### src/shared/dmarc_pkg.sv
package dmarc_pkg;
  // ****************************************
  // Register port
  // ****************************************
  localparam int REG_W = 16;
  localparam int OFS_W = 3;
  localparam logic [2:0] OFS_CAUSE = 3'h0;
  localparam logic [2:0] OFS_MODE = 3'h1;
  localparam logic [2:0] OFS_PER_ADDR = 3'h2;
  localparam logic [2:0] OFS_MEM_ADDR = 3'h3;
  localparam logic [2:0] OFS_MEM_RELOAD = 3'h4;
  localparam logic [2:0] OFS_COUNT = 3'h5;
  localparam logic [2:0] OFS_COUNT_RELOAD = 3'h6;
  // ****************************************
  // Request cause register fields
  // ****************************************
  localparam int FLAG_BIT = 7;
  localparam int SWTRIG_BIT = 5;
  localparam int SEL_LSB = 0;
  localparam int SEL_W = 5;
  localparam logic [7:0] SWSTART_MASK = 8'ha0;
  localparam logic [7:0] CAUSE_RST = 8'h00;
  // ****************************************
  // Transfer mode field
  // ****************************************
  localparam logic [1:0] MODE_OFF = 2'h0;
  localparam logic [1:0] MODE_SINGLE = 2'h1;
  localparam logic [1:0] MODE_REPEAT = 2'h3;
  // ****************************************
  // Timing and sizes
  // ****************************************
  localparam int SETTLE_CYCLES = 26;
  localparam int SETTLE_W = 6;
  localparam int FIFO_DEPTH = 4;
  localparam int MAX_REQ = 32;
endpackage

### src/shared/dmarc_if.sv
interface dmarc_if #(
  parameter int DW = 8,
  parameter int NREQ = 16
) (
  input wire logic mclk,
  input wire logic srst
);
  logic sfr_wr;
  logic sfr_rd;
  logic [dmarc_pkg::OFS_W-1:0] sfr_addr;
  logic [dmarc_pkg::REG_W-1:0] sfr_wdata;
  logic [dmarc_pkg::REG_W-1:0] sfr_rdata;
  logic sfr_rvalid;
  logic [NREQ-1:0] per_req;
  logic [DW-1:0] per_data;
  logic per_ack;
  logic [dmarc_pkg::REG_W-1:0] per_addr;

  modport dev (
    input sfr_wr, sfr_rd, sfr_addr, sfr_wdata, per_req, per_data,
    output sfr_rdata, sfr_rvalid, per_ack, per_addr
  );
  modport host (
    output sfr_wr, sfr_rd, sfr_addr, sfr_wdata, per_req, per_data,
    input sfr_rdata, sfr_rvalid, per_ack, per_addr
  );
endinterface

### src/hw/dmarc_device.sv
// ****************************************
// Buffer between channel and memory port
// ****************************************
module dmarc_fifo #(
  parameter int W = 24,
  parameter int DEPTH = 4
) (
  // Clock and reset
  input wire logic mclk,
  input wire logic srst,
  // Fill side
  input wire logic in_valid,
  output logic in_ready,
  input wire logic [W-1:0] in_data,
  // Drain side
  output logic out_valid,
  input wire logic out_ready,
  output logic [W-1:0] out_data
);
  localparam int PW = $clog2(DEPTH);

  generate
    if (DEPTH < 2 || (DEPTH & (DEPTH - 1)) != 0) begin : g_bad_depth
      $error("dmarc_fifo: DEPTH must be a power of two, at least 2");
    end
  endgenerate

  typedef struct packed {
    logic [DEPTH-1:0][W-1:0] mem;
    logic [PW-1:0] wp;
    logic [PW-1:0] rp;
    logic [PW:0] cnt;
  } dmarc_fifo_type;

  dmarc_fifo_type s_q;
  dmarc_fifo_type s_d;
  logic push;
  logic pop;

  assign in_ready = s_q.cnt != DEPTH[PW:0];
  assign out_valid = s_q.cnt != '0;
  assign out_data = s_q.mem[s_q.rp];
  assign push = in_valid && in_ready;
  assign pop = out_valid && out_ready;

  always_comb begin
    s_d = s_q;
    if (push) begin
      s_d.mem[s_q.wp] = in_data;
      s_d.wp = s_q.wp + 1'b1;
    end
    if (pop) begin
      s_d.rp = s_q.rp + 1'b1;
    end
    if (push && !pop) begin
      s_d.cnt = s_q.cnt + 1'b1;
    end else if (pop && !push) begin
      s_d.cnt = s_q.cnt - 1'b1;
    end
  end

  always_ff @(posedge mclk) begin
    if (srst) begin
      s_q <= '0;
    end else begin
      s_q <= s_d;
    end
  end
endmodule // dmarc_fifo

// ****************************************
// Channel end: registers, request capture, transfer
// ****************************************
module dmarc_device #(
  parameter int DW = 8,
  parameter int NREQ = 16,
  parameter int DEPTH = dmarc_pkg::FIFO_DEPTH
) (
  // Clock and reset
  input wire logic mclk,
  input wire logic srst,
  // Register port and peripheral requests
  dmarc_if.dev bus,
  // Memory write stream
  output logic mem_valid,
  input wire logic mem_ready,
  output logic [dmarc_pkg::REG_W-1:0] mem_addr,
  output logic [DW-1:0] mem_data,
  // Status
  output logic chan_active
);
  localparam int RW = dmarc_pkg::REG_W;
  localparam int FW = RW + DW;

  generate
    if (NREQ < 1 || NREQ > dmarc_pkg::MAX_REQ) begin : g_bad_nreq
      $error("dmarc_device: NREQ out of range of the cause selection");
    end
  endgenerate

  typedef struct packed {
    logic [7:0] cause;
    logic [1:0] mode;
    logic [RW-1:0] per_addr;
    logic [RW-1:0] mem_addr;
    logic [RW-1:0] mem_reload;
    logic [RW-1:0] count;
    logic [RW-1:0] count_reload;
    logic [dmarc_pkg::SETTLE_W-1:0] settle;
    logic [RW-1:0] rdata;
    logic rvalid;
    logic ack;
    logic mvalid;
    logic [RW-1:0] maddr;
    logic [DW-1:0] mdata;
    logic active;
  } dmarc_dev_type;

  dmarc_dev_type s_q;
  dmarc_dev_type s_d;

  logic [dmarc_pkg::SEL_W-1:0] sel;
  logic enabled;
  logic runnable;
  logic hw_req;
  logic xfer;
  logic flag_d;
  logic cause_wr;
  logic f_in_ready;
  logic f_out_valid;
  logic f_out_ready;
  logic [FW-1:0] f_out_data;

  assign sel = s_q.cause[dmarc_pkg::SEL_LSB +: dmarc_pkg::SEL_W];
  assign enabled = s_q.mode != dmarc_pkg::MODE_OFF;
  assign runnable = enabled && s_q.count != '0;
  assign cause_wr = bus.sfr_wr && bus.sfr_addr == dmarc_pkg::OFS_CAUSE;
  // A full buffer holds the request pending rather than dropping it
  assign xfer = s_q.cause[dmarc_pkg::FLAG_BIT] && runnable && f_in_ready;

  always_comb begin
    hw_req = 1'b0;
    for (int i = 0; i < NREQ; i++) begin
      if (sel == i[dmarc_pkg::SEL_W-1:0]) begin
        hw_req = bus.per_req[i];
      end
    end
  end

  dmarc_fifo #(
    .W(FW),
    .DEPTH(DEPTH)
  ) u_fifo (
    .mclk(mclk),
    .srst(srst),
    .in_valid(xfer),
    .in_ready(f_in_ready),
    .in_data({s_q.mem_addr, bus.per_data}),
    .out_valid(f_out_valid),
    .out_ready(f_out_ready),
    .out_data(f_out_data)
  );

  assign f_out_ready = !s_q.mvalid || mem_ready;

  always_comb begin
    s_d = s_q;
    // Served or unservable requests drop the flag; a new one in the same cycle wins
    flag_d = s_q.cause[dmarc_pkg::FLAG_BIT];
    if (xfer || !runnable) begin
      flag_d = 1'b0;
    end
    // Writing zero to the flag has no effect; only hardware clears it
    if (hw_req || (cause_wr && bus.sfr_wdata[dmarc_pkg::FLAG_BIT])) begin
      flag_d = 1'b1;
    end
    s_d.ack = xfer;
    if (xfer) begin
      s_d.count = s_q.count - 1'b1;
      s_d.mem_addr = s_q.mem_addr + 1'b1;
      if (s_q.count == 1 && s_q.mode == dmarc_pkg::MODE_REPEAT) begin
        s_d.count = s_q.count_reload;
        s_d.mem_addr = s_q.mem_reload;
      end
    end
    if (s_q.settle != '0) begin
      s_d.settle = s_q.settle - 1'b1;
    end
    if (bus.sfr_wr) begin
      case (bus.sfr_addr)
        dmarc_pkg::OFS_CAUSE: begin
          s_d.cause[6:0] = bus.sfr_wdata[6:0];
          s_d.cause[dmarc_pkg::SWTRIG_BIT] = 1'b0;
          s_d.settle = dmarc_pkg::SETTLE_CYCLES[dmarc_pkg::SETTLE_W-1:0];
        end
        dmarc_pkg::OFS_MODE: begin
          // Enabling inside the settle window is refused; disabling always takes
          if (bus.sfr_wdata[1:0] == dmarc_pkg::MODE_OFF || s_q.settle == '0) begin
            s_d.mode = bus.sfr_wdata[1:0];
          end
        end
        dmarc_pkg::OFS_PER_ADDR: s_d.per_addr = bus.sfr_wdata;
        dmarc_pkg::OFS_MEM_ADDR: s_d.mem_addr = bus.sfr_wdata;
        dmarc_pkg::OFS_MEM_RELOAD: s_d.mem_reload = bus.sfr_wdata;
        dmarc_pkg::OFS_COUNT: s_d.count = bus.sfr_wdata;
        dmarc_pkg::OFS_COUNT_RELOAD: s_d.count_reload = bus.sfr_wdata;
        default: begin
        end
      endcase
    end
    s_d.cause[dmarc_pkg::FLAG_BIT] = flag_d;
    s_d.rvalid = bus.sfr_rd;
    if (bus.sfr_rd) begin
      case (bus.sfr_addr)
        dmarc_pkg::OFS_CAUSE: s_d.rdata = {8'h00, s_q.cause};
        dmarc_pkg::OFS_MODE: s_d.rdata = {14'h0000, s_q.mode};
        dmarc_pkg::OFS_PER_ADDR: s_d.rdata = s_q.per_addr;
        dmarc_pkg::OFS_MEM_ADDR: s_d.rdata = s_q.mem_addr;
        dmarc_pkg::OFS_MEM_RELOAD: s_d.rdata = s_q.mem_reload;
        dmarc_pkg::OFS_COUNT: s_d.rdata = s_q.count;
        dmarc_pkg::OFS_COUNT_RELOAD: s_d.rdata = s_q.count_reload;
        default: s_d.rdata = '0;
      endcase
    end
    if (f_out_valid && f_out_ready) begin
      s_d.mvalid = 1'b1;
      s_d.maddr = f_out_data[FW-1:DW];
      s_d.mdata = f_out_data[DW-1:0];
    end else if (mem_ready) begin
      s_d.mvalid = 1'b0;
    end
    s_d.active = runnable;
  end

  always_ff @(posedge mclk) begin
    if (srst) begin
      s_q <= '0;
    end else begin
      s_q <= s_d;
    end
  end

  assign bus.sfr_rdata = s_q.rdata;
  assign bus.sfr_rvalid = s_q.rvalid;
  assign bus.per_ack = s_q.ack;
  assign bus.per_addr = s_q.per_addr;
  assign mem_valid = s_q.mvalid;
  assign mem_addr = s_q.maddr;
  assign mem_data = s_q.mdata;
  assign chan_active = s_q.active;
endmodule // dmarc_device

### src/flat_wrapper.sv
// flat-port wrapper written by rule: the top's interface ports become plain ports
module dmarc_device_flat 
#(
  parameter int DW = 8,
  parameter int NREQ = 16,
  parameter int DEPTH = dmarc_pkg::FIFO_DEPTH
)
  (mclk, srst, mem_valid, mem_ready, mem_addr, mem_data, chan_active, bus_sfr_wr, bus_sfr_rd, bus_sfr_addr, bus_sfr_wdata, bus_per_req, bus_per_data, bus_sfr_rdata, bus_sfr_rvalid, bus_per_ack, bus_per_addr);
  dmarc_if #(.DW(DW), .NREQ(NREQ)) bus_i (.mclk(mclk), .srst(srst));
  input wire logic mclk;
  input wire logic srst;
  output logic mem_valid;
  input wire logic mem_ready;
  output logic [dmarc_pkg::REG_W-1:0] mem_addr;
  output logic [DW-1:0] mem_data;
  output logic chan_active;
  input wire logic [$bits(bus_i.sfr_wr)-1:0] bus_sfr_wr;
  input wire logic [$bits(bus_i.sfr_rd)-1:0] bus_sfr_rd;
  input wire logic [$bits(bus_i.sfr_addr)-1:0] bus_sfr_addr;
  input wire logic [$bits(bus_i.sfr_wdata)-1:0] bus_sfr_wdata;
  input wire logic [$bits(bus_i.per_req)-1:0] bus_per_req;
  input wire logic [$bits(bus_i.per_data)-1:0] bus_per_data;
  output wire logic [$bits(bus_i.sfr_rdata)-1:0] bus_sfr_rdata;
  output wire logic [$bits(bus_i.sfr_rvalid)-1:0] bus_sfr_rvalid;
  output wire logic [$bits(bus_i.per_ack)-1:0] bus_per_ack;
  output wire logic [$bits(bus_i.per_addr)-1:0] bus_per_addr;
  assign bus_i.sfr_wr = bus_sfr_wr;
  assign bus_i.sfr_rd = bus_sfr_rd;
  assign bus_i.sfr_addr = bus_sfr_addr;
  assign bus_i.sfr_wdata = bus_sfr_wdata;
  assign bus_i.per_req = bus_per_req;
  assign bus_i.per_data = bus_per_data;
  assign bus_sfr_rdata = bus_i.sfr_rdata;
  assign bus_sfr_rvalid = bus_i.sfr_rvalid;
  assign bus_per_ack = bus_i.per_ack;
  assign bus_per_addr = bus_i.per_addr;
  dmarc_device #(.DW(DW), .NREQ(NREQ), .DEPTH(DEPTH)) u_core (.mclk(mclk), .srst(srst), .bus(bus_i), .mem_valid(mem_valid), .mem_ready(mem_ready), .mem_addr(mem_addr), .mem_data(mem_data), .chan_active(chan_active));
endmodule
### config.mk
export PLATFORM = sky130hd
export DESIGN_NAME = dmarc_device_flat
export DESIGN_NICKNAME = d
export VERILOG_FILES = /design/src/shared/dmarc_pkg.sv /design/src/shared/dmarc_if.sv /design/src/hw/dmarc_device.sv /design/src/flat_wrapper.sv
export SDC_FILE = /design/constraint.sdc
export NUM_CORES = 1
export LEC_CHECK = 0
export BUFFER_PORTS_ARGS = -buffer_cell sky130_fd_sc_hd__buf_2
export CAP_MARGIN = 20
export CORE_MARGIN = 3
export CORE_UTILIZATION = 55
export DETAILED_ROUTE_END_ITERATION = 8
export GPL_ROUTABILITY_DRIVEN = 0
export PLACE_DENSITY = 0.75
export SYNTH_ARGS = -nofsm -noshare
export SYNTH_HDL_FRONTEND = slang
export SYNTH_SLANG_ARGS = --single-unit
### constraint.sdc
create_clock -name mclk -period 3.2 [get_ports mclk]
set_clock_uncertainty 0.1 [all_clocks]
set_input_delay 0.16 -clock mclk [delete_from_list [all_inputs] [get_ports mclk]]
set_output_delay 0.16 -clock mclk [all_outputs]
set_load 0.02 [all_outputs]
======== Word-level counts from Yosys, hierarchy flattened ========
Cells that the tools add are included.
storage, ports and cells
  output and inout port bits .............. 60
  bits in registers ....................... 242
  word-level logic and storage cells ...... 131
  input port bits ......................... 48
operators by class
  magnitude comparators ................... 3
  reductions and logical operators ........ 35
  multiplexer cells ....................... 39
  eq/ne operators ......................... 24
  $add $sub $neg .......................... 7
operators by type and width
  operator                                                              number
  16-bit two-way mux                                                    8
  16-bit case mux with 7 select lines                                   1
  96-bit bitwise mux                                                    1
  70-bit two-way mux                                                    1
  24-bit binary-select mux with 2-bit select                            1
  24-bit demux with 2-bit select                                        1
  24-bit two-way mux                                                    2
  5-bit by 4-bit == test with 1-bit output, second input constant       8
  5-bit by 3-bit == test with 1-bit output, second input constant       4
  1-bit two-way mux                                                     20
  16-bit by 1-bit adder with 16-bit output, second input constant       1
  16-bit by 1-bit == test with 1-bit output, second input constant      1
  16-bit nonzero test                                                   1
  16-bit by 1-bit subtractor with 16-bit output, second input constant  1
  6-bit two-way mux                                                     2
  1-bit logical AND                                                     11
  5-bit by 2-bit == test with 1-bit output, second input constant       2
  3-bit == test, second input constant                                  3
  2-bit AND reduction                                                   4
  2-bit nonzero test                                                    4
  3-bit by 2-bit == test with 1-bit output, second input constant       2
  6-bit logical NOT                                                     1
  2-bit by 3-bit < comparator with 1-bit output, second input constant  2
  3-bit two-way mux                                                     2
  other kinds (17)                                                      24

======== Depth between registers and ports, before layout ========
Gate-level depths: netlist of the first run.
  word-level depth ........................ 19
  gate-level depth with buffers ........... 15
  gate-level depth less buffers ........... 12

======== Cells and area by module ========
Synthesis of the first run repeated with hierarchy kept, for this count alone.
unflattened totals
  cell total of the unflattened synthesis .. 1357
  area, all modules ....................... 12376.9 µm²
modules (own cells, without submodules)
  module        area each (µm²)  cells each  times used  seq. area each (µm²)
  dmarc_device  7603.5           946         1           2782.7
  dmarc_fifo    4773.3           411         1           2062.0

======== Least setup slack after synthesis of the first run ========
Ideal clock, no wire load.
  path type ............................... register -> register
  start ................................... register u_core.s_q[66] (netlist bit)
  end ..................................... register u_core.u_fifo.s_q[2] (netlist bit)
  arrival ................................. 2.789 ns
  slack ................................... 0.240 ns
  path buffers ............................ 3
  library setup time ...................... 0.070 ns
  required time ........................... 3.030 ns
  clock period less this slack ............ 2.960 ns
  cell stages (with the launch flop) ...... 16
  cell sequence ........................... dfxtp_1 > clkbuf_1 > inv_1 > ha_1 > nor4b_2 > nand2_1 > o21bai_4 > inv_2 > buf_6 > buf_2 > ha_1 > inv_1 > fa_1 > xor2_1 > or3_1 > a21oi_1
RTL lines
  item                    RTL line             text
  from (decl)             dmarc_device.sv:119  dmarc_dev_type s_q;
  from (signal assigned)  dmarc_device.sv:237  s_q <= '0;
  from (signal assigned)  dmarc_device.sv:239  s_q <= s_d;
  to (signal assigned)    dmarc_device.sv:64   s_q <= '0;
  to (signal assigned)    dmarc_device.sv:66   s_q <= s_d;
  to (decl)               dmarc_device.sv:35   dmarc_fifo_type s_q;

======== Worst setup path in the final report of the first run ========
  start ................................... register u_core.s_q[66] (netlist bit)
  end ..................................... register u_core.u_fifo.s_q[2] (netlist bit)
between the ends
  longest elaborated chain between the ends .. 8
  elaborated cells on any way between the ends .. 10
  those cells by class .................... mux (1); reduce/logical (9)
ends and longest elaborated chain
  item                                 RTL line             text
  16-bit nonzero test *                dmarc_device.sv:136  assign runnable = enabled && s_q.count != '0;
  1-bit logical AND *                  dmarc_device.sv:136
  1-bit logical AND * (2 in a row)     dmarc_device.sv:139  assign xfer = s_q.cause[dmarc_pkg::FLAG_BIT] && runnable && f_in_ready;
  1-bit logical AND *                  dmarc_device.sv:43   assign push = in_valid && in_ready;
  1-bit logical NOT                    dmarc_device.sv:57   end else if (pop && !push) begin
  1-bit logical AND                    dmarc_device.sv:57
  2-bit nonzero test (no source line)  -
Mark *: on every way between the ends. The rest lies on a longest branch, timed or not.
A chain may end at the register's enable or synchronous reset.

==> summary.log, run 1 <==
INFO  clock_network  cts_made_buffers=26
INFO  logic_synthesis most_area_consuming_cells_after_synthesis=sky130_fd_sc_hd__dfxtp_1 42%, sky130_fd_sc_hd__nand2_1 13%, sky130_fd_sc_hd__a21oi_1 9.7%
INFO  clock_network  clock_sinks=242
INFO  place          placed_area=0.0118mm^2
INFO  setup_path     critPathCapture=u_core.u_fifo.s_q[2]$_SDFFE_PP0P_
INFO  clock_network  ctsRootBufferMaster=sky130_fd_sc_hd__clkbuf_16
INFO  setup_path     rr_endpoint=u_core.u_fifo.s_q[2]$_SDFFE_PP0P_
INFO  die            core_region_area=0.0205mm^2
INFO  logic_synthesis yosys.area.top_type_share=41.7%
INFO  setup_path     cp_num_cells=12
INFO  cells_and_area finish.instance_area=0.0130mm^2
INFO  die            dieWidth=151um
INFO  hold_path      hold_wc_path_type=in2reg
INFO  setup_path     endpoint_kind=flop
INFO  die            initial_utilization=56.7%
INFO  grt            initial_antenna_violation_count=0
INFO  logic_synthesis yosys_register_bits=242
INFO  place          port_buffers=107
INFO  cells_and_area area_of_the_multi_input_gates=0.00578mm^2
INFO  sta            final_period_minus_worst_setup_slack=2.92ns
INFO  grt            first_pass_grt_wire_length=51400um
INFO  setup_path     crit_path_max_incr_delay=0.46ns
INFO  drt            detail-route-antenna-nets=0
INFO  grt            grt.overflow.total=0
INFO  cells_and_area flow.area_growth_from_synthesis=11.7%
INFO  die            design.portCount=108
INFO  clock_network  cts_resized=0
INFO  setup_path     cp_max_fo=13
INFO  logic_synthesis synth.cells.most_frequent=403 x sky130_fd_sc_hd__nand2_1, 242 x sky130_fd_sc_hd__dfxtp_1, 226 x sky130_fd_sc_hd__a21oi_1
INFO  clock_network  cts_max_level=1
INFO  pwr            worst_ir_drop_vdd=437uV
INFO  logic_synthesis synth_top_area_cell=sky130_fd_sc_hd__dfxtp_1
INFO  clock_network  clock_latency_reported_for_the_late_side_of_the_worst_skew_pair=0.54ns
INFO  setup_path     reg2regPathDepth=12
INFO  status         run_status=completed
INFO  logic_synthesis synth_cells=1448
INFO  logic_synthesis syn-cell-area=0.0116mm^2
INFO  drt            dr.pass1.iters=7
INFO  setup_path     cpLargestDelayFamily=adder cells
INFO  place          pre_cts_ws=0.303ns
INFO  logic_synthesis synthArstFlopShare=0%
INFO  die            fp.dieArea=0.0229mm^2
INFO  cells_and_area final.fill_count=1783
INFO  logic_synthesis synthesis.nets=1506
INFO  logic_synthesis synthDistinctLibCells=72
INFO  cells_and_area final-seq-area=0.00485mm^2
INFO  setup_path     worst-endpoint-arrival=3.29ns
INFO  setup_path     worst_setup_path_startpoint=u_core.s_q[66]$_SDFF_PP0_
INFO  cells_and_area layout-drive-gt1-share=15.9%
INFO  sta            achievable-frequency=342MHz
INFO  drt            vias=10400
INFO  setup_path     critPathSlowestCell=sky130_fd_sc_hd__dfxtp_1
INFO  cells_and_area postLayoutCoreUtil=63.4%
INFO  setup_path     rr_startpoint=u_core.s_q[66]$_SDFF_PP0_
INFO  cells_and_area n_antenna_cell=0
INFO  grt            grt_start_max_net_pins=132
INFO  setup_path     criticalPathCategory=reg2reg
INFO  die            die_boundary_height=151um
INFO  place          detailed_place_hpwl=21100um
INFO  drt            routed_wirelength=32500um
INFO  logic_synthesis synth_edf_count=0
INFO  setup_path     required=3.57ns
INFO  grt            grt_pass1_vias=9728
INFO  logic_synthesis yosys.cell_count.top_type=sky130_fd_sc_hd__nand2_1
INFO  setup_path     regToRegSetupSlack=0.28ns
INFO  sta            setup_total_neg_slack=0ns
INFO  sta            timing.final.crit_share=91.4%
INFO  sta            layout_setup_ws=0.276ns
INFO  logic_synthesis synth-main-ff-cell=sky130_fd_sc_hd__dfxtp_1
INFO  logic_synthesis synth_area_per_cell=8.03um^2
INFO  clock_network  cts_post_setup_buffers_inserted=0
INFO  drt            drt_iter0_drc=1041
INFO  drt            drc_errors=0
INFO  logic_synthesis synth-warning-count=0
INFO  pwr            p_per_area=588mW/mm^2
INFO  sta            final_hold_viol_count=0
INFO  sta            drv_slew=0
INFO  sta            setup_viol=0
INFO  cells_and_area num-nets-final=1523
INFO  sta            worst_slew_pin_slew=0.921ns
INFO  sta            hold_slack=0.0204ns
INFO  logic_synthesis ys_seq_area_share=41.7%
INFO  setup_path     crit_path_cell_trace=inv_1 -> ha_1 -> nor4b_2 -> nand2_1 -> o21bai_4 -> inv_2 -> ha_1 -> inv_1 -> fa_1 -> xor2_1 -> or3_1 -> a21oi_1
INFO  die            core.rowCount=52
INFO  clock_network  cts.reportedPaths.clkPinSlew=0.06ns
INFO  clock_network  tritoncts_clock_tree=done
INFO  sta            grt_setup_unrepaired=no
INFO  setup_path     critical_path_buffers_and_inverters=3
INFO  clock_network  cts_buffer_depth=3
INFO  drt            route.detailed.wl_per_inst=18.5um
INFO  drt            drt_via_density=5.94
INFO  setup_path     cp_startpoint_kind=flop
INFO  grt            grt_util_all_layers=27.9%
INFO  pwr            p_leak=4.71nW
INFO  job            max_cap_viol_count=0
INFO  sta            slew_headroom=38.1%
[repair_timing]
| action | CTS | global route |
|---|---|---|
| hold buffers | 26 | 0 |
| hold endpoints to repair | 122 | 0 |
| setup endpoints to repair | 0 | 0 |
[per-layer routing]
| layer | GRT usage (%) | part of all wire, % | up-vias |
|---|---|---|---|
| met2 | 43.8 | 46 | 518 |
| li1 | - | - | 4951 |
| met1 | 39.0 | 42 | 4876 |
| met4 | 8.57 | 2.5 | 0 |
| met5 | 0 | 0 | - |
| met3 | 5.42 | 9.7 | 73 |
[report_power, final]
part	switching (mW)	internal, mW
logic	0.741	0.448
clock network	1.23	1.96
registers	0.143	3.12
total	2.12	5.53
[cell families (layout without fill, tap and decap cells)]
kind of cell             Yosys count  in the layout  synth area share, %
adder cells (fa/ha/maj)           10             10                 1.14
flip-flops                       242            242                 41.7
AO/OA/AOI/OAI                    369            369                 19.0
multiplexers                      55             55                 8.01
AND/OR/NAND/NOR                  575            575                 20.8
XOR/XNOR                          10             10                0.753
buffers and inverters            187            224                 8.66
[worst min-delay path by stage]
stage,startpoint,end,cells past startpoint,slack [ns]
after floorplan,bus_sfr_wdata[4],u_core.s_q[70]$_SDFF_PP0_,2,0.17
after global placement,bus_per_data[1],u_core.u_fifo.s_q[32]$_SDFFE_PP0P_,3,0.34
after detailed placement,bus_per_data[6],u_core.u_fifo.s_q[85]$_SDFFE_PP0P_,3,0.34
after CTS,bus_sfr_rd,u_core.bus.sfr_rvalid$_SDFF_PP0_,4,0.02
after global routing,srst,u_core.bus.sfr_rdata[5]$_SDFFE_PP0P_,2,0.06
final,srst,u_core.bus.sfr_rdata[0]$_SDFFE_PP0P_,2,0.02
[layout make-up]
type / count / area share (%)
Clock inverter: 9 / 1.20
Inverter: 15 / 0.434
Multi-Input combinational cell: 1019 / 44.5
Sequential cell: 242 / 37.3
Timing Repair Buffer: 161 / 8.08
Clock buffer: 39 / 5.85
Tap cell: 270 / 2.60
[placed cells by master (no fill, tap or decap), drive strengths merged, types with 8 or more instances in the layout]
cell type,n
a22oi,9
o211ai,10
ha,9
nand2,407
buf,135
a21oi,226
a222oi,8
and2,8
nor3,23
nand3,15
a22o,14
clkbuf,39
mux2i,12
mux2,14
or3,8
nor2b,8
mux4,29
inv,14
dfxtp,242
nor2,75
a21o,9
dlygate4sd3,26
nand4,8
o21ai,39
[registers in the layout, summed over array words and instances (netlist names)]
| name | count |
|---|---|
| u_core.bus.per_ack | 1 |
| u_core.bus.per_addr | 16 |
| u_core.s_q | 79 |
| u_core.mem_addr | 16 |
| u_core.bus.sfr_rdata | 16 |
| u_core.mem_data | 8 |
| u_core.u_fifo.s_q | 103 |
| u_core.mem_valid | 1 |
| u_core.chan_active | 1 |
| u_core.bus.sfr_rvalid | 1 |
[per-stage QoR]
stage,power (mW),std cells
floorplan,4.14,1448
global placement,4.45,1681
detailed placement,4.48,1681
CTS,7.68,1755
global route,7.92,1755
finish,7.64,1755
Power figures use the tool's default switching activity.
==> run 2, diff against run 1 <==
--- a/config.mk
+++ b/config.mk
@@ -17 +17,2 @@
 export SYNTH_SLANG_ARGS = --single-unit
+export TNS_END_PERCENT = 20
==> constraint.sdc (replaced) <==
create_clock -name mclk -period 3.2 [get_ports mclk]
set_clock_uncertainty 0.1 [all_clocks]
set_input_delay 0.32 -clock mclk [delete_from_list [all_inputs] [get_ports mclk]]
set_output_delay 0.32 -clock mclk [all_outputs]
set_load 0.02 [all_outputs]
==> run 2 against run 1 <==
Die area unchanged. Via count about the same. Clock-buffer cell count down 3. Hold slack lost 0.0027 ns. Cell count down 0.68%. Combinational power is essentially flat. Register-to-register slack worse by 0.05 ns. Largest cell class unchanged.
==> summary.log, run 2 (synthesis gave the netlist of run 1 again) <==
INFO  pwr            p_per_area=578mW/mm^2 [was 588 mW/mm^2]
INFO  setup_path     criticalPathCategory=reg2reg [unchanged]
INFO  clock_network  cts_max_level=1 [unchanged]
INFO  die            initial_utilization=56.7% [unchanged]
INFO  cells_and_area area_of_the_multi_input_gates=0.00578mm^2 [unchanged]
INFO  place          port_buffers=107 [unchanged]
INFO  cells_and_area regMostFlops=u_core.u_fifo.s_q [unchanged]
INFO  sta            slew_headroom=34.8% [was 38.1%]
INFO  hold_path      hold_wc_path_type=in2reg [unchanged]
INFO  clock_network  clock_sinks=242 [unchanged]
INFO  grt            grt_pass1_vias=9622 [was 9728]
INFO  pwr            p_leak=4.65nW [was 4.71 nW]
INFO  cells_and_area final-seq-area=0.00485mm^2 [unchanged]
INFO  sta            hold_slack=0.0177ns [was 0.0204 ns]
INFO  clock_network  cts_made_buffers=26 [unchanged]
INFO  cells_and_area n_antenna_cell=0 [unchanged]
INFO  setup_path     endpoint_kind=flop [unchanged]
INFO  sta            final_period_minus_worst_setup_slack=2.97ns [was 2.92 ns]
INFO  drt            detail-route-antenna-nets=0 [unchanged]
INFO  setup_path     worst-endpoint-arrival=3.32ns [was 3.29 ns]
INFO  die            core.rowCount=52 [unchanged]
INFO  die            core_region_area=0.0205mm^2 [unchanged]
INFO  pwr            power_share_of_the_combinational_group=16.2% [was 15.6%]
INFO  sta            achievable-frequency=337MHz [was 342 MHz]
INFO  cells_and_area most_common_cell_after_layout_fill_and_taps_aside=sky130_fd_sc_hd__nand2_1 [unchanged]
INFO  drt            drc_errors=0 [unchanged]
INFO  cells_and_area num-nets-final=1514 [was 1523]
INFO  pwr            internal_power=5.34mW [was 5.53 mW]
INFO  drt            drt_iter0_drc=1159 [was 1041]
INFO  setup_path     cp_max_fo=13 [unchanged]
INFO  place          pre_cts_ws=0.329ns [was 0.303 ns]
INFO  clock_network  clock_latency_reported_for_the_late_side_of_the_worst_skew_pair=0.53ns [was 0.54 ns]
INFO  cells_and_area largest_register_ff_count=103 [unchanged]
INFO  die            design.portCount=108 [unchanged]
INFO  clock_network  cts_resized=0 [unchanged]
INFO  pwr            switching_power=2.09mW [was 2.12 mW]
INFO  cells_and_area instances_no_fill=1743 [was 1755]
INFO  clock_network  ctsRootBufferMaster=sky130_fd_sc_hd__clkbuf_16 [unchanged]
INFO  grt            grt_start_max_net_pins=157 [was 132]
INFO  sta            drv_slew=0 [unchanged]
INFO  setup_path     required=3.54ns [was 3.57 ns]
INFO  die            die_boundary_height=151um [unchanged]
INFO  sta            worst_slew_pin_slew=0.969ns [was 0.921 ns]
INFO  drt            dr.pass1.iters=5 [was 7]
INFO  clock_network  cts_post_setup_buffers_inserted=0 [unchanged]
INFO  grt            initial_antenna_violation_count=1 [was 0]
INFO  status         run_status=completed [unchanged]
INFO  place          placed_area=0.0118mm^2 [about the same]
INFO  cells_and_area biggestRegsByFlops=u_core.u_fifo.s_q (103), u_core.s_q (79) [unchanged]
INFO  drt            vias=10400 [about the same]
INFO  sta            timing.final.crit_share=92.9% [was 91.4%]
INFO  drt            drt_via_density=5.97 [was 5.94]
INFO  sta            final_hold_viol_count=0 [unchanged]
INFO  cells_and_area most-common-layout-cells=403 x sky130_fd_sc_hd__nand2_1, 241 x sky130_fd_sc_hd__dfxtp_1, 225 x sky130_fd_sc_hd__a21oi_1, 106 x sky130_fd_sc_hd__buf_2, 75 x sky130_fd_sc_hd__nor2_1 [unchanged]
INFO  pwr            worst_ir_drop_vdd=395uV [was 437 uV]
INFO  cells_and_area finish.instance_area=0.0128mm^2 [was 0.0130 mm^2]
INFO  clock_network  cts.hold.buffers_added=15 [was 26]
INFO  die            fp.dieArea=0.0229mm^2 [unchanged]
INFO  pwr            power.switching_fraction=28.1% [was 27.7%]
INFO  job            max_cap_viol_count=0 [unchanged]
INFO  place          detailed_place_hpwl=21200um [was 21100 um]
INFO  sta            grt_setup_unrepaired=no [unchanged]
INFO  clock_network  cts_buffer_depth=3 [unchanged]
INFO  cells_and_area final.fill_count=1753 [was 1783]
INFO  drt            routed_wirelength=32300um [was 32500 um]
INFO  place          dp.cells=1683 [was 1681]
INFO  grt            grt_util_all_layers=27.9% [about the same]
INFO  sta            setup_total_neg_slack=0ns [unchanged]
INFO  pwr            seq_power_share=43.9% [was 42.7%]
INFO  sta            setup_viol=0 [unchanged]
INFO  drt            route.detailed.wl_per_inst=18.5um [about the same]
INFO  cells_and_area layout-drive-gt1-share=16.1% [was 15.9%]
INFO  grt            first_pass_grt_wire_length=51000um [was 51400 um]
INFO  clock_network  cts.reportedPaths.clkPinSlew=0.07ns [was 0.06 ns]
INFO  clock_network  tritoncts_clock_tree=done [unchanged]
INFO  sta            layout_setup_ws=0.228ns [was 0.276 ns]
INFO  setup_path     cp_startpoint_kind=flop [unchanged]
INFO  grt            grt.overflow.total=0 [unchanged]
INFO  cells_and_area flow.area_growth_from_synthesis=10.4% [was 11.7%]
INFO  die            dieWidth=151um [unchanged]
INFO  pwr            pwr-share-clk=39.9% [was 41.8%]
==> run 2: layout make-up <==
type                       instances  area share [%]
clock inverter                     9           0.858
sequential                       242            37.7
timing repair buffer             152            7.53
inverter                          15           0.439
tap                              270            2.63
clock buffer                      36            5.75
multi-input combinational       1019            45.0
==> run 2: power by group through the flow <==
stage | Sequential [mW] | Combinational, mW | Clock (mW)
after global routing | 3.28 | 1.31 | 3.12
final | 3.26 | 1.21 | 2.96
after global placement | 3.32 | 1.15 | 0
after detailed placement | 3.32 | 1.17 | 0
after floorplan | 3.25 | 0.888 | 0
after CTS | 3.26 | 1.20 | 2.99
==> run 2: path summary, 6_finish.rpt <==
path | cells past startpoint | to | from | slack, ns
max reg2reg | 12 | u_core.u_fifo.s_q[2]$_SDFFE_PP0P_ | u_core.s_q[66]$_SDFF_PP0_ | 0.23
min reg2reg | 2 | u_core.mem_addr[4]$_SDFFE_PP0P_ | u_core.mem_addr[4]$_SDFFE_PP0P_ | 0.35
max | 12 | u_core.u_fifo.s_q[2]$_SDFFE_PP0P_ | u_core.s_q[66]$_SDFF_PP0_ | 0.23
min | 3 | u_core.s_q[61]$_SDFFE_PP0P_ | bus_sfr_wdata[11] | 0.02
==> run 2: routing by layer <==
| metal | GRT usage, % | share of wire, % | up-vias |
|---|---|---|---|
| met3 | 5.18 | 8.7 | 83 |
| met4 | 8.93 | 3.0 | 2 |
| met2 | 44.0 | 46 | 486 |
| met1 | 38.7 | 43 | 4902 |
| met5 | 0 | 0.037 | - |
| li1 | - | - | 4937 |
==> run 2: worst max-delay path, cell delays in order (launching register included) <==
cell	delay [ns]
sky130_fd_sc_hd__dfxtp_1	0.47
sky130_fd_sc_hd__inv_1	0.08
sky130_fd_sc_hd__ha_1	0.24
sky130_fd_sc_hd__nor4b_2	0.17
sky130_fd_sc_hd__nand2_1	0.22
sky130_fd_sc_hd__o21bai_4	0.08
sky130_fd_sc_hd__inv_2	0.21
sky130_fd_sc_hd__ha_1	0.23
sky130_fd_sc_hd__inv_1	0.07
sky130_fd_sc_hd__fa_1	0.39
sky130_fd_sc_hd__xor2_1	0.18
sky130_fd_sc_hd__or3_1	0.31
sky130_fd_sc_hd__a21oi_1	0.15
==> run 2: metrics by stage <==
stage / power (mW) / util [%]
2_1_floorplan: 4.14 / -
3_3_place_gp: 4.46 / 57.8
3_5_place_dp: 4.49 / 57.8
4_1_cts: 7.45 / 62.6
5_1_grt: 7.71 / 62.6
6_report: 7.42 / 62.6
